==> src/design/rmiw_pkg.sv <==
// Package of constants and carrier types for the receive info word builder.
package rmiw_pkg;
	localparam int          RMIW_AXI_AW       = 8;
	localparam int          RMIW_RAM_AW       = 13;
	// Register byte offsets.
	localparam logic [7:0]  RMIW_OFS_CTRL     = 8'h00;
	localparam logic [7:0]  RMIW_OFS_IRQ_STAT = 8'h04;
	localparam logic [7:0]  RMIW_OFS_IRQ_MASK = 8'h08;
	localparam logic [7:0]  RMIW_OFS_LAST     = 8'h0C;
	localparam logic [7:0]  RMIW_OFS_COUNT    = 8'h10;
	// Control register fields and reset value.
	localparam int          RMIW_CTRL_EN      = 0;
	localparam int          RMIW_CTRL_BUSY    = 1;
	localparam logic [1:0]  RMIW_CTRL_RST     = 2'h1;
	// Interrupt status and mask fields.
	localparam int          RMIW_IRQ_W        = 4;
	localparam int          RMIW_IRQ_DONE     = 0;
	localparam int          RMIW_IRQ_MESSAGE_ERROR_FLAG     = 1;
	localparam int          RMIW_IRQ_BUSY     = 2;
	localparam int          RMIW_IRQ_ILL      = 3;
	localparam logic [3:0]  RMIW_MASK_RST     = 4'h0;
	// Information word bit positions.
	localparam int          RMIW_B_TMO        = 15;
	localparam int          RMIW_B_IWD        = 14;
	localparam int          RMIW_B_GAP        = 13;
	localparam int          RMIW_B_WCT        = 12;
	localparam int          RMIW_B_SYN        = 11;
	localparam int          RMIW_B_MESSAGE_ERROR_FLAG       = 10;
	localparam int          RMIW_B_BUSY       = 9;
	localparam int          RMIW_B_ILL        = 8;
	localparam int          RMIW_B_TXERR      = 7;
	localparam int          RMIW_B_TERMINAL_PAIR_TRANSFER_FLAG       = 6;
	localparam int          RMIW_B_BUS        = 5;
	// Command word layout and special values.
	localparam logic [4:0]  RMIW_RT_BCAST     = 5'h1F;
	localparam logic [4:0]  RMIW_SA_MODE0     = 5'h00;
	localparam logic [4:0]  RMIW_SA_MODE1     = 5'h1F;
	localparam int          RMIW_CW_TR        = 10;
	localparam logic [5:0]  RMIW_WC_FULL      = 6'h20;
	// Data words follow the info and time-tag words of the record.
	localparam logic [12:0] RMIW_DATA_OFS     = 13'h0002;
	// AXI responses.
	localparam logic [1:0]  RMIW_RESP_OKAY    = 2'h0;
	localparam logic [1:0]  RMIW_RESP_SLVERR  = 2'h2;

	typedef struct packed {
		logic [15:0] first_command_word;
		logic [15:0] second_command_word;
		logic        rt_to_rt;
		logic        bus_select_flag;
		logic        illegal_entry;
		logic        per_command_force_busy;
		logic [12:0] record_base;
	} rmiw_cmd_s;

	typedef struct packed {
		logic        valid;
		logic [15:0] data;
		logic        coding_error;
		logic        sync_error;
	} rmiw_word_s;

	typedef struct packed {
		logic        valid;
		logic        parity_ok;
		logic [15:0] data;
	} rmiw_stat_s;

	typedef enum logic [2:0] {
		RMIW_IDLE  = 3'b001,
		RMIW_RECV  = 3'b010,
		RMIW_WRITE = 3'b100
	} rmiw_state_e;
endpackage : rmiw_pkg

==> src/design/rmiw_builder.sv <==
// Receive message information word builder with AXI4-Lite registers.
//
// The AXI4-Lite slave port and the address map are this design's own decisions.
`timescale 1ns/1ps
// Overview of operation
// - Message error bit 10 is set when bit 7 or bits 11-15 are set.
// - Busy bit 9 set on busy reply from global busy or force-busy.
// - Data words are stored normally even when answering busy.
// - Illegal command bit 8 set when the table entry for the command is one.
// - RT-to-RT: transmitter error bit 7 if second command is to address 31.
// - RT-to-RT: transmitter error if second command T/R bit is zero.
// - RT-to-RT: transmitter error if second subaddress is 00000 or 11111.
// - RT-to-RT: tx error if both commands share a non-broadcast address.
// - Transmitter error when the returned status word is invalid.
// - Tx error when status address 15:11 differs from second command.
// - Bit 6 set only for an error-free RT-to-RT receive.
// - Bit 5 is 0 for bus A and 1 for bus B.
// - Bits 4-0 copy the word count; zero means 32 words.
// - Bit 15 set when the RT-to-RT transmitter times out.
// - Bit 14 set on Manchester or parity error in a data word.
// - Bit 12 set when fewer data words arrive than commanded.
// - Bit 11 set when a data word carries command/status sync.
module rmiw_builder
	import rmiw_pkg::*;
#(
	parameter int AXI_AW = RMIW_AXI_AW
) (
	input  wire logic                  mclk,
	input  wire logic                  nrst,
	input  wire logic                  msg_start,
	input  wire rmiw_pkg::rmiw_cmd_s   msg_cmd,
	input  wire rmiw_pkg::rmiw_word_s  rx_word,
	input  wire rmiw_pkg::rmiw_stat_s  tx_status,
	input  wire logic                  tx_timeout,
	input  wire logic                  gap_error,
	input  wire logic                  msg_end,
	output logic                       ram_we,
	output logic [RMIW_RAM_AW-1:0]     ram_addr,
	output logic [15:0]                ram_wdata,
	output logic                       busy_status,
	output logic                       irq,
	input  wire logic [AXI_AW-1:0]     s_axi_awaddr,
	input  wire logic                  s_axi_awvalid,
	output logic                       s_axi_awready,
	input  wire logic [31:0]           s_axi_wdata,
	input  wire logic [3:0]            s_axi_wstrb,
	input  wire logic                  s_axi_wvalid,
	output logic                       s_axi_wready,
	output logic [1:0]                 s_axi_bresp,
	output logic                       s_axi_bvalid,
	input  wire logic                  s_axi_bready,
	input  wire logic [AXI_AW-1:0]     s_axi_araddr,
	input  wire logic                  s_axi_arvalid,
	output logic                       s_axi_arready,
	output logic [31:0]                s_axi_rdata,
	output logic [1:0]                 s_axi_rresp,
	output logic                       s_axi_rvalid,
	input  wire logic                  s_axi_rready
);
	import rmiw_pkg::*;

	generate
		if (AXI_AW < 5 || AXI_AW > 8) begin : g_bad_aw
			$error("AXI_AW must lie between 5 and 8.");
		end
	endgenerate

	// Checks the second command word of an RT-to-RT receive.
	function automatic logic cw2_bad(input logic [15:0] cw1,
	                                 input logic [15:0] cw2);
		logic bad;
		bad = (cw2[15:11] == RMIW_RT_BCAST);
		bad = bad | ~cw2[RMIW_CW_TR];
		bad = bad | (cw2[9:5] == RMIW_SA_MODE0)
		          | (cw2[9:5] == RMIW_SA_MODE1);
		bad = bad | ((cw2[15:11] == cw1[15:11])
		          & (cw1[15:11] != RMIW_RT_BCAST));
		return bad;
	endfunction : cw2_bad

	rmiw_state_e      state,     next_state;
	rmiw_cmd_s        cmd,       next_cmd;
	logic [5:0]       rcvd,      next_rcvd;
	logic [4:0]       errs,      next_errs;   // Bits 15 down to 11.
	logic             txerr,     next_txerr;
	logic             busy_f,    next_busy_f;
	logic             next_ram_we;
	logic [12:0]      next_ram_addr;
	logic [15:0]      next_ram_wdata;
	logic [15:0]      last_info, next_last_info;
	logic [15:0]      msg_cnt,   next_msg_cnt;
	logic [RMIW_IRQ_W-1:0] ev_set;
	logic [5:0]       wc_exp;
	logic [4:0]       fin_errs;
	logic             fin_message_error_flag;
	logic [15:0]      fin_word;

	logic [1:0]       ctrl;
	logic [RMIW_IRQ_W-1:0] irq_stat, irq_mask;

	always_comb begin
		wc_exp   = (cmd.first_command_word[4:0] == 5'h00) ? RMIW_WC_FULL
		         : {1'b0, cmd.first_command_word[4:0]};
		fin_errs = errs;
		if (rcvd < wc_exp) begin
			fin_errs[RMIW_B_WCT-RMIW_B_SYN] = 1'b1;
		end
		fin_message_error_flag = |fin_errs | txerr;
		fin_word = 16'h0000;
		fin_word[15:11]       = fin_errs;
		fin_word[RMIW_B_MESSAGE_ERROR_FLAG] = fin_message_error_flag;
		fin_word[RMIW_B_BUSY] = busy_f;
		fin_word[RMIW_B_ILL]  = cmd.illegal_entry;
		fin_word[RMIW_B_TXERR] = txerr;
		fin_word[RMIW_B_TERMINAL_PAIR_TRANSFER_FLAG] = cmd.rt_to_rt & ~fin_message_error_flag;
		fin_word[RMIW_B_BUS]  = cmd.bus_select_flag;
		fin_word[4:0]         = cmd.first_command_word[4:0];
	end

	always_comb begin
		next_state     = state;
		next_cmd       = cmd;
		next_rcvd      = rcvd;
		next_errs      = errs;
		next_txerr     = txerr;
		next_busy_f    = busy_f;
		next_ram_we    = 1'b0;
		next_ram_addr  = ram_addr;
		next_ram_wdata = ram_wdata;
		next_last_info = last_info;
		next_msg_cnt   = msg_cnt;
		ev_set         = '0;
		unique case (state)
			RMIW_IDLE: begin
				if (msg_start && ctrl[RMIW_CTRL_EN]) begin
					next_cmd    = msg_cmd;
					next_rcvd   = 6'h00;
					next_errs   = 5'h00;
					next_busy_f = ctrl[RMIW_CTRL_BUSY]
					            | msg_cmd.per_command_force_busy;
					next_txerr  = msg_cmd.rt_to_rt
					            & cw2_bad(msg_cmd.first_command_word,
					                      msg_cmd.second_command_word);
					next_state  = RMIW_RECV;
				end
			end
			RMIW_RECV: begin
				// Data words go to the buffer even under busy.
				if (rx_word.valid && rcvd < wc_exp) begin
					next_ram_we    = 1'b1;
					next_ram_addr  = cmd.record_base + RMIW_DATA_OFS
					               + {7'h00, rcvd};
					next_ram_wdata = rx_word.data;
					next_rcvd      = rcvd + 6'h01;
				end
				if (rx_word.valid && rx_word.coding_error) begin
					next_errs[RMIW_B_IWD-RMIW_B_SYN] = 1'b1;
				end
				if (rx_word.valid && rx_word.sync_error) begin
					next_errs[0] = 1'b1;
				end
				if (gap_error) begin
					next_errs[RMIW_B_GAP-RMIW_B_SYN] = 1'b1;
				end
				if (cmd.rt_to_rt && tx_timeout) begin
					next_errs[RMIW_B_TMO-RMIW_B_SYN] = 1'b1;
				end
				if (cmd.rt_to_rt && tx_status.valid
				    && (!tx_status.parity_ok
				        || tx_status.data[15:11]
				           != cmd.second_command_word[15:11])) begin
					next_txerr = 1'b1;
				end
				if (msg_end) begin
					next_state = RMIW_WRITE;
				end
			end
			RMIW_WRITE: begin
				next_ram_we    = 1'b1;
				next_ram_addr  = cmd.record_base;
				next_ram_wdata = fin_word;
				next_last_info = fin_word;
				next_msg_cnt   = msg_cnt + 16'h0001;
				ev_set[RMIW_IRQ_DONE] = 1'b1;
				ev_set[RMIW_IRQ_MESSAGE_ERROR_FLAG] = fin_message_error_flag;
				ev_set[RMIW_IRQ_BUSY] = busy_f;
				ev_set[RMIW_IRQ_ILL]  = cmd.illegal_entry;
				next_state     = RMIW_IDLE;
			end
			default: begin
				next_state = RMIW_IDLE;
			end
		endcase
	end

	always_ff @(posedge mclk) begin
		if (!nrst) begin
			state       <= RMIW_IDLE;
			cmd         <= '0;
			rcvd        <= 6'h00;
			errs        <= 5'h00;
			txerr       <= 1'b0;
			busy_f      <= 1'b0;
			ram_we      <= 1'b0;
			ram_addr    <= 13'h0000;
			ram_wdata   <= 16'h0000;
			last_info   <= 16'h0000;
			msg_cnt     <= 16'h0000;
			busy_status <= 1'b0;
		end else begin
			state       <= next_state;
			cmd         <= next_cmd;
			rcvd        <= next_rcvd;
			errs        <= next_errs;
			txerr       <= next_txerr;
			busy_f      <= next_busy_f;
			ram_we      <= next_ram_we;
			ram_addr    <= next_ram_addr;
			ram_wdata   <= next_ram_wdata;
			last_info   <= next_last_info;
			msg_cnt     <= next_msg_cnt;
			busy_status <= next_busy_f;
		end
	end

	// Register slave: address and data are caught separately, then answered.
	logic              aw_hold,  next_aw_hold;
	logic              w_hold,   next_w_hold;
	logic [7:0]        aw_addr,  next_aw_addr;
	logic [31:0]       w_data,   next_w_data;
	logic [3:0]        w_strb,   next_w_strb;
	logic              next_bvalid, next_rvalid;
	logic [1:0]        next_bresp,  next_rresp;
	logic [31:0]       next_rdata;
	logic [1:0]        next_ctrl;
	logic [RMIW_IRQ_W-1:0] next_irq_stat, next_irq_mask;
	logic [7:0]        ar_addr;

	always_comb begin
		next_aw_hold  = aw_hold;
		next_w_hold   = w_hold;
		next_aw_addr  = aw_addr;
		next_w_data   = w_data;
		next_w_strb   = w_strb;
		next_bvalid   = s_axi_bvalid;
		next_bresp    = s_axi_bresp;
		next_rvalid   = s_axi_rvalid;
		next_rresp    = s_axi_rresp;
		next_rdata    = s_axi_rdata;
		next_ctrl     = ctrl;
		next_irq_mask = irq_mask;
		next_irq_stat = irq_stat;
		ar_addr       = 8'(s_axi_araddr) & 8'hFC;
		if (s_axi_awvalid && s_axi_awready) begin
			next_aw_hold = 1'b1;
			next_aw_addr = 8'(s_axi_awaddr) & 8'hFC;
		end
		if (s_axi_wvalid && s_axi_wready) begin
			next_w_hold = 1'b1;
			next_w_data = s_axi_wdata;
			next_w_strb = s_axi_wstrb;
		end
		if (s_axi_bvalid && s_axi_bready) begin
			next_bvalid = 1'b0;
		end
		if (aw_hold && w_hold && !s_axi_bvalid) begin
			next_aw_hold = 1'b0;
			next_w_hold  = 1'b0;
			next_bvalid  = 1'b1;
			next_bresp   = RMIW_RESP_OKAY;
			unique case (aw_addr)
				RMIW_OFS_CTRL: begin
					if (w_strb[0]) begin
						next_ctrl = w_data[1:0];
					end
				end
				RMIW_OFS_IRQ_MASK: begin
					if (w_strb[0]) begin
						next_irq_mask = w_data[RMIW_IRQ_W-1:0];
					end
				end
				RMIW_OFS_IRQ_STAT, RMIW_OFS_LAST, RMIW_OFS_COUNT: begin
				end
				default: begin
					next_bresp = RMIW_RESP_SLVERR;
				end
			endcase
		end
		if (s_axi_rvalid && s_axi_rready) begin
			next_rvalid = 1'b0;
		end
		if (s_axi_arvalid && s_axi_arready) begin
			next_rvalid = 1'b1;
			next_rresp  = RMIW_RESP_OKAY;
			next_rdata  = 32'h0000_0000;
			unique case (ar_addr)
				RMIW_OFS_CTRL:     next_rdata[1:0] = ctrl;
				RMIW_OFS_IRQ_MASK: next_rdata[RMIW_IRQ_W-1:0] = irq_mask;
				RMIW_OFS_LAST:     next_rdata[15:0] = last_info;
				RMIW_OFS_COUNT:    next_rdata[15:0] = msg_cnt;
				RMIW_OFS_IRQ_STAT: begin
					next_rdata[RMIW_IRQ_W-1:0] = irq_stat;
					next_irq_stat = '0;
				end
				default:           next_rresp = RMIW_RESP_SLVERR;
			endcase
		end
		// A new event wins over a clearing read in the same cycle.
		next_irq_stat = next_irq_stat | ev_set;
	end

	always_ff @(posedge mclk) begin
		if (!nrst) begin
			aw_hold       <= 1'b0;
			w_hold        <= 1'b0;
			aw_addr       <= 8'h00;
			w_data        <= 32'h0000_0000;
			w_strb        <= 4'h0;
			s_axi_awready <= 1'b0;
			s_axi_wready  <= 1'b0;
			s_axi_arready <= 1'b0;
			s_axi_bvalid  <= 1'b0;
			s_axi_bresp   <= RMIW_RESP_OKAY;
			s_axi_rvalid  <= 1'b0;
			s_axi_rresp   <= RMIW_RESP_OKAY;
			s_axi_rdata   <= 32'h0000_0000;
			ctrl          <= RMIW_CTRL_RST;
			irq_mask      <= RMIW_MASK_RST;
			irq_stat      <= '0;
			irq           <= 1'b0;
		end else begin
			aw_hold       <= next_aw_hold;
			w_hold        <= next_w_hold;
			aw_addr       <= next_aw_addr;
			w_data        <= next_w_data;
			w_strb        <= next_w_strb;
			s_axi_awready <= !next_aw_hold;
			s_axi_wready  <= !next_w_hold;
			s_axi_arready <= !next_rvalid;
			s_axi_bvalid  <= next_bvalid;
			s_axi_bresp   <= next_bresp;
			s_axi_rvalid  <= next_rvalid;
			s_axi_rresp   <= next_rresp;
			s_axi_rdata   <= next_rdata;
			ctrl          <= next_ctrl;
			irq_mask      <= next_irq_mask;
			irq_stat      <= next_irq_stat;
			irq           <= |(next_irq_stat & next_irq_mask);
		end
	end
endmodule : rmiw_builder

==> config.mk <==
export PLATFORM = sky130hd
export DESIGN_NAME = rmiw_builder
export DESIGN_NICKNAME = d
export VERILOG_FILES = /design/src/design/rmiw_pkg.sv /design/src/design/rmiw_builder.sv
export SDC_FILE = /design/constraint.sdc
export NUM_CORES = 1
export LEC_CHECK = 0
export BUFFER_PORTS_ARGS = -buffer_cell sky130_fd_sc_hd__clkbuf_2
export CORE_MARGIN = 2
export CORE_UTILIZATION = 54
export CTS_CLUSTER_DIAMETER = 120
export CTS_CLUSTER_SIZE = 40
export DETAILED_ROUTE_END_ITERATION = 6
export PLACE_DENSITY = 0.86
export SLEW_MARGIN = 20
export SYNTH_ARGS = -nofsm -noshare
export SYNTH_HDL_FRONTEND = slang
export SYNTH_SLANG_ARGS = --single-unit
==> constraint.sdc <==
create_clock -name mclk -period 4 [get_ports mclk]
set_input_delay 0.6 -clock mclk [delete_from_list [all_inputs] [get_ports mclk]]
set_output_delay 0.6 -clock mclk [all_outputs]
set_load 0.1 [all_outputs]
==> run_results.csv, run 1 <==
group,metric,value,unit
worst_setup_path,end_kind,"register",
finish,seqCellArea,0.00300,mm²
yosys,synth-xor-area-share,4.37,%
global_route,grt_pass1_wl,27.3,mm
power,p_per_area,451,mW/mm²
finish,final.fill_count,1004,
global_route,first_global_vias,5787,
yosys,synth_compound_area_share,16.3,%
yosys,synth_top_area_share,45.4,%
placement,gp_congestion,0.868,
global_route,antenna_found_initial,0,
yosys,netlist_area,0.00661,mm²
cts,clock-sinks,150,
power,power_frac_seq,44.3,%
worst_setup_path,critPathBufInv,1,
power,vdd_drop_max,249,µV
floorplanning,die-width,115,µm
floorplanning,coreArea,0.0120,mm²
global_route,grt_max_degree,65,
timing,max_clock_freq,322,MHz
cts,clock-root-buffer,"clkbuf_16",
yosys,synth_top_family_by_area,"simple AND/OR/NAND/NOR gates",
yosys,synth_area_leaders,"dfxtp_1 (45%), nand2_1 (9.1%), a21oi_1 (6.2%), ha_1 (3.6%), nor2_1 (3.3%)",
drt,vias,5992,
power,power_switching,0.000982,W
timing,max-slew-margin-rel,30.1,%
yosys,synth_area_per_cell,8.30,µm²
drt,detail_route.wl_per_cell,15.5,µm
drt,drt_iter0_drc,509,
floorplanning,initial_core_util,55.3,%
power,power,0.00357,W
power,p_leak,3.32,nW
global_route,overflow,0,
yosys,ys.flop_type,"dfxtp_1",
timing,rsz0062_at_grt,"false",
cts,cts_buffers,17,
timing,fin_crit,3110,ps
yosys,synth_cells,797,
global_route,grt_use_total,26.6,%
drt,drc_errors,0,
yosys,synth_top_area_cell,"dfxtp_1",
timing,drv_slew,0,
yosys,synth_fa_ha_area_share,3.90,%
outcome,status,"completed",
worst_setup_path,crit_fanout,20,
drt,ant_nets,0,
finish,final_cell_mix,"nand2_1 (160), dfxtp_1 (150), clkbuf_2 (146)",
power,power.share.combinational,13.1,%
worst_setup_path,slowest_stage,"and2_1",
floorplanning,pin_count,222,
drt,finalWirelength,16.8,mm
yosys,synthMuxAreaShare,1.27,%
cts,ctsHoldBuffers,0,
floorplanning,dieArea,0.0131,mm²
yosys,synth_edf_count,0,
finish,n_antenna_cell,0,
yosys,async_flop_share,0,%
worst_setup_path,worstSetupStartpointType,"register",
timing,fin_skew,7.37,ps
yosys,synth_cell_types,62,
floorplanning,die_h,115,µm
yosys,synth_warnings,0,
power,pwr-share-clk,42.6,%
placement,port_buffers,146,
finish,area_delta_synth_final,19.7,%
cts,cts_tree,"done",
worst_setup_path,critPathRequiredTime,4350,ps
cts,h-tree-depth,4,
timing,finalHoldViolCount,0,
worst_setup_path,crit_type,"register to register",
worst_setup_path,crit_arrival,3460,ps
timing,tightest_slew,1050,ps
yosys,ys_ff_latch,150,
cts,cts.path.max_buffers,2,
cts,clk_pin_slew_worst_paths,60,ps
worst_hold_path,hold_path.class,"primary input to register",
run,cap_violations,0,
power,p_sw_share,27.5,%
finish,final_common_cell,"nand2_1",
timing,tns,0,ps
finish,layout-drive-gt1-share,21.0,%
timing,timing.final.crit_share,77.7,%
cts,post_cts.repair.setup_buffers,0,
finish,fin_nets,1094,
worst_setup_path,slowest_delay,730,ps
cts,clk_latency,420,ps
drt,avgViaCountPerCell,5.53,
drt,drt_pass1_iterations,5,
power,power.internal,0.00258,W
worst_setup_path,crit_chain,"nor3_1 > nand3_1 > ha_1 > a211oi_1 > a32o_1 > and2_1 > buf_4 > a22oi_1 > a21oi_1",
cts,postCtsResizedCells,0,
floorplanning,placementRows,40,
finish,multi_input_area,0.00327,mm²
placement,hpwlAfterDp,11.9,mm
yosys,yosysSeqAreaShare,45.4,%
worst_setup_path,path_delay_family,"simple AND/OR/NAND/NOR gates",
yosys,yosys.area_share.simple,22.6,%
timing,setup_viol,0,
power groups by stage:
stage	logic (W)	clock network [W]	registers, W
after global routing	0.000505	0.00160	0.00159
after CTS	0.000468	0.00153	0.00158
after floorplan	0.000250	0	0.00173
after detailed placement	0.000466	0	0.00161
final	0.000468	0.00152	0.00158
after global placement	0.000461	0	0.00161
kinds of logic after synthesis:
kind of cell / Yosys count
compound gates: 176
xor+xnor: 33
fa+ha+maj: 20
buf+inv: 83
flops: 150
mux: 8
other cells: 1
simple gates: 326
stage by stage:
step	cell area [µm²]	std cells	hold slack, ps	util (%)	setup WS, ps
after floorplan	6680	814	433	-	1740
after global placement	7340	1053	443	61.4	1100
after detailed placement	7340	1053	456	61.4	991
after CTS	7910	1083	386	66.2	943
after global routing	7910	1083	396	66.2	685
final	7910	1083	394	66.2	892
sequential cells by signal, summed over array words and instances (netlist names), 6 cells and up:
name	cells
rcvd	6
last_info	16
cmd	26
s_axi_rdata	16
msg_cnt	16
ram_addr	13
ram_wdata	16
aw_addr	6
layer usage:
| layer | vias to the layer above | part of all wire, % | GRT usage [%] |
|---|---|---|---|
| met4 | 0 | 3.1 | 13.3 |
| met2 | 236 | 46 | 41.4 |
| met1 | 2712 | 44 | 33.8 |
| met3 | 41 | 7.3 | 7.46 |
| met5 | - | 0 | 0 |
| li1 | 3003 | - | - |
layout make-up:
cell class                 instances  share of cell area, %
multi-input combinational        581                   41.4
sequential                       150                   37.9
timing repair buffer             154                   10.2
clock buffer                      23                   6.29
tap                              147                   2.32
inverter                          21                   1.01
clock inverter                     7                  0.901
worst paths after layout:
| path | from | endpoint | slack [ps] | depth (start not counted) |
|---|---|---|---|---|
| min reg2reg | ram_addr[6] | ram_addr[6] | 460 | 2 |
| min | msg_cmd[3] | cmd[3] | 390 | 3 |
| max | cmd[33] | ram_addr[4] | 890 | 9 |
| max reg2reg | cmd[33] | ram_addr[4] | 890 | 9 |
worst reg2reg max path, delay by kind of cell, from the launching register on:
| family | cells | cell delay [ps] |
|---|---|---|
| AND/OR/NAND/NOR | 3 | 1070 |
| AO/OA/AOI/OAI | 4 | 1020 |
| flip-flops | 1 | 340 |
| buffers and inverters | 1 | 320 |
| adder cells (fa/ha/maj) | 1 | 290 |
synthesized netlist by cell type, types with 4 or more instances:
| library cell | n |
|---|---|
| nand2_1 | 160 |
| dfxtp_1 | 150 |
| a21oi_1 | 82 |
| nor2_1 | 58 |
| clkbuf_1 | 32 |
| nand3_1 | 29 |
| o21ai_0 | 25 |
| nor3_1 | 22 |
| inv_1 | 20 |
| a31oi_1 | 19 |
| buf_4 | 19 |
| ha_1 | 19 |
| xor2_1 | 18 |
| a221oi_1 | 17 |
| xnor2_1 | 15 |
| and3_1 | 8 |
| and2_1 | 7 |
| buf_2 | 6 |
| nand4_1 | 6 |
| mux2i_1 | 5 |
| o31ai_1 | 5 |
| or3_1 | 5 |
| a22oi_1 | 4 |
| nand2b_1 | 4 |
| or4_1 | 4 |
(Power assumes the default switching activity.)
==> run 2, diff against run 1 <==
--- a/config.mk
+++ b/config.mk
@@ -7,11 +7,11 @@
 export LEC_CHECK = 0
 export BUFFER_PORTS_ARGS = -buffer_cell sky130_fd_sc_hd__clkbuf_2
 export CORE_MARGIN = 2
-export CORE_UTILIZATION = 54
+export CORE_UTILIZATION = 46
 export CTS_CLUSTER_DIAMETER = 120
 export CTS_CLUSTER_SIZE = 40
 export DETAILED_ROUTE_END_ITERATION = 6
-export PLACE_DENSITY = 0.86
+export PLACE_DENSITY = 0.78
 export SLEW_MARGIN = 20
 export SYNTH_ARGS = -nofsm -noshare
 export SYNTH_HDL_FRONTEND = slang
==> constraint.sdc (replaced) <==
create_clock -name mclk -period 2.5 [get_ports mclk]
set_input_delay 0.375 -clock mclk [delete_from_list [all_inputs] [get_ports mclk]]
set_output_delay 0.375 -clock mclk [all_outputs]
set_load 0.1 [all_outputs]
==> run 2 against run 1 <==
Die area is 17% higher. Via count increased by 0.63%. Critical endpoint is now irq. Flip-flop and latch count stayed put.
==> run_results.csv, run 2 (synthesized netlist as in run 1, its figures left out) <==
group,metric,value,unit
timing,timing.final.crit_share,96.4,%
power,vdd_drop_max,511,µV
worst_setup_path,crit_arrival,2720,ps
finish,final_cell_mix,"nand2_1 (160), dfxtp_1 (150), clkbuf_2 (146)",
worst_setup_path,end_kind,"register",
power,p_leak,3.41,nW
cts,clk_pin_slew_worst_paths,60,ps
global_route,grt_max_degree,61,
floorplanning,coreArea,0.0139,mm²
power,power_frac_seq,44.0,%
power,power_switching,0.00161,W
power,power,0.00574,W
timing,max-slew-margin-rel,55.8,%
floorplanning,placementRows,43,
timing,finalHoldViolCount,0,
timing,setup_viol,0,
worst_setup_path,worstRegToRegCells,8,
worst_setup_path,worstSetupStartpointType,"register",
floorplanning,dieArea,0.0154,mm²
cts,cts_tree,"done",
cts,cts_buffers,17,
global_route,first_global_vias,5602,
run,cap_violations,0,
drt,drt_iter0_drc,364,
finish,n_antenna_cell,0,
worst_hold_path,hold_depth,3,
worst_hold_path,hold_path.class,"primary input to register",
worst_setup_path,critPathRequiredTime,2810,ps
power,p_per_area,710,mW/mm²
finish,layout-drive-gt1-share,22.7,%
finish,fin_nets,1109,
global_route,grt_use_total,22.9,%
timing,drv_slew,0,
finish,post-route-util,58.0,%
worst_setup_path,slowest_stage,"or3_4",
cts,ctsHoldBuffers,0,
power,pwr-share-clk,42.6,%
floorplanning,initial_core_util,47.5,%
drt,avgViaCountPerCell,5.32,
power,power.internal,0.00413,W
cts,post_cts.repair.setup_buffers,0,
global_route,grt_pass1_wl,27.1,mm
drt,detail_route.wl_per_cell,15.0,µm
timing,fin_crit,2410,ps
worst_setup_path,path_depth,8,
drt,ant_nets,0,
finish,fin_cells,1133,
placement,port_buffers,146,
outcome,status,"completed",
worst_setup_path,crit_fanout,7,
drt,vias,6030,
floorplanning,pin_count,222,
worst_setup_path,crit_chain,"nor3_1 > nand3_1 > ha_1 > a211oi_1 > a32o_2 > or3_4 > a22o_1 > a211o_1",
placement,hpwlAfterDp,12.5,mm
drt,drc_errors,0,
worst_setup_path,path_delay_family,"compound AO/OA/AOI/OAI gates",
cts,clk_latency,420,ps
placement,gp_congestion,0.833,
power,p_sw_share,28.1,%
timing,max_clock_freq,415,MHz
finish,final_common_cell,"nand2_1",
global_route,antenna_found_initial,0,
cts,clock-root-buffer,"clkbuf_16",
worst_setup_path,slowest_delay,410,ps
finish,largest_register_ffs,26,
worst_setup_path,critPathBufInv,0,
floorplanning,die-width,124,µm
finish,area_delta_synth_final,22.3,%
drt,drt_pass1_iterations,6,
cts,cts.path.max_buffers,2,
global_route,overflow,0,
placement,dp_cells,1101,
timing,rsz0062_at_grt,"true",
floorplanning,die_h,124,µm
cts,h-tree-depth,4,
power,power.share.combinational,13.4,%
timing,worst_hold_slack,173,ps
worst_setup_path,crit_type,"register to register",
finish,regMostFlops,"cmd",
cts,clock-sinks,150,
timing,fin_skew,7.55,ps
timing,tightest_slew,661,ps
drt,finalWirelength,17.0,mm
run 2: cell types whose count changed in the layout (fill, tap and decap cells not counted), moves of 2 or more:
cell      previous run  this run
clkbuf_8             5         0
clkbuf_1             1         3
clkinv_2             3         5
buf_4                7        22
run 2: final timing paths:
path / slack, ps / from / endpoint
hold reg to reg: 460 / cmd[1] / cmd[1]
setup reg to reg: 90 / cmd[34] / irq
hold / removal: 170 / msg_cmd[4] / cmd[4]
setup / recovery: 90 / cmd[34] / irq
run 2: power groups by stage:
stage	Clock (W)	Combinational, W	Sequential (W)
finish	0.00244	0.000767	0.00253
CTS	0.00249	0.000764	0.00253
floorplan	0	0.000399	0.00276
global route	0.00259	0.000825	0.00254
detailed placement	0	0.000762	0.00258
global placement	0	0.000754	0.00258
run 2: worst min-delay path: cells and delay by family:
family,cells,cell delay (ps)
and+or+nand+nor,1,40
AOI/OAI and AO/OA,1,50
buffers and inverters,1,80
run 2: cell type report:
cell class                      instances  area, µm²
Timing Repair Buffer                  169        916
Clock inverter                         12        129
Clock buffer                           20        437
Tap cell                              180        225
Inverter                               21       80.1
Fill cell                            1317       5850
Multi-Input combinational cell        581       3300
Sequential cell                       150       3000
run 2: what timing repair did:
| action | in CTS | in global routing |
|---|---|---|
| gates resized for setup | 0 | 5 |
| hold endpoints to repair | 0 | 0 |
| endpoints found under the setup margin | 0 | 34 |
run 2: metrics by stage:
stage	worst slack, ps	TNS [ps]	area (µm²)
3_3_place_gp	114	0	7500
5_1_grt	-48.5	-48.5	8090
3_5_place_dp	36.4	0	7500
2_1_floorplan	244	0	6680
4_1_cts	7.64	0	8060
6_report	88.8	0	8090
run 2: layer usage:
layer	global-route usage [%]	vias to the layer above	wire length [µm]
met2	37.1	204	7950
met3	5.54	34	1240
met4	8.99	0	364
met1	29.3	2776	7490
met5	0	-	0
li1	-	3016	-
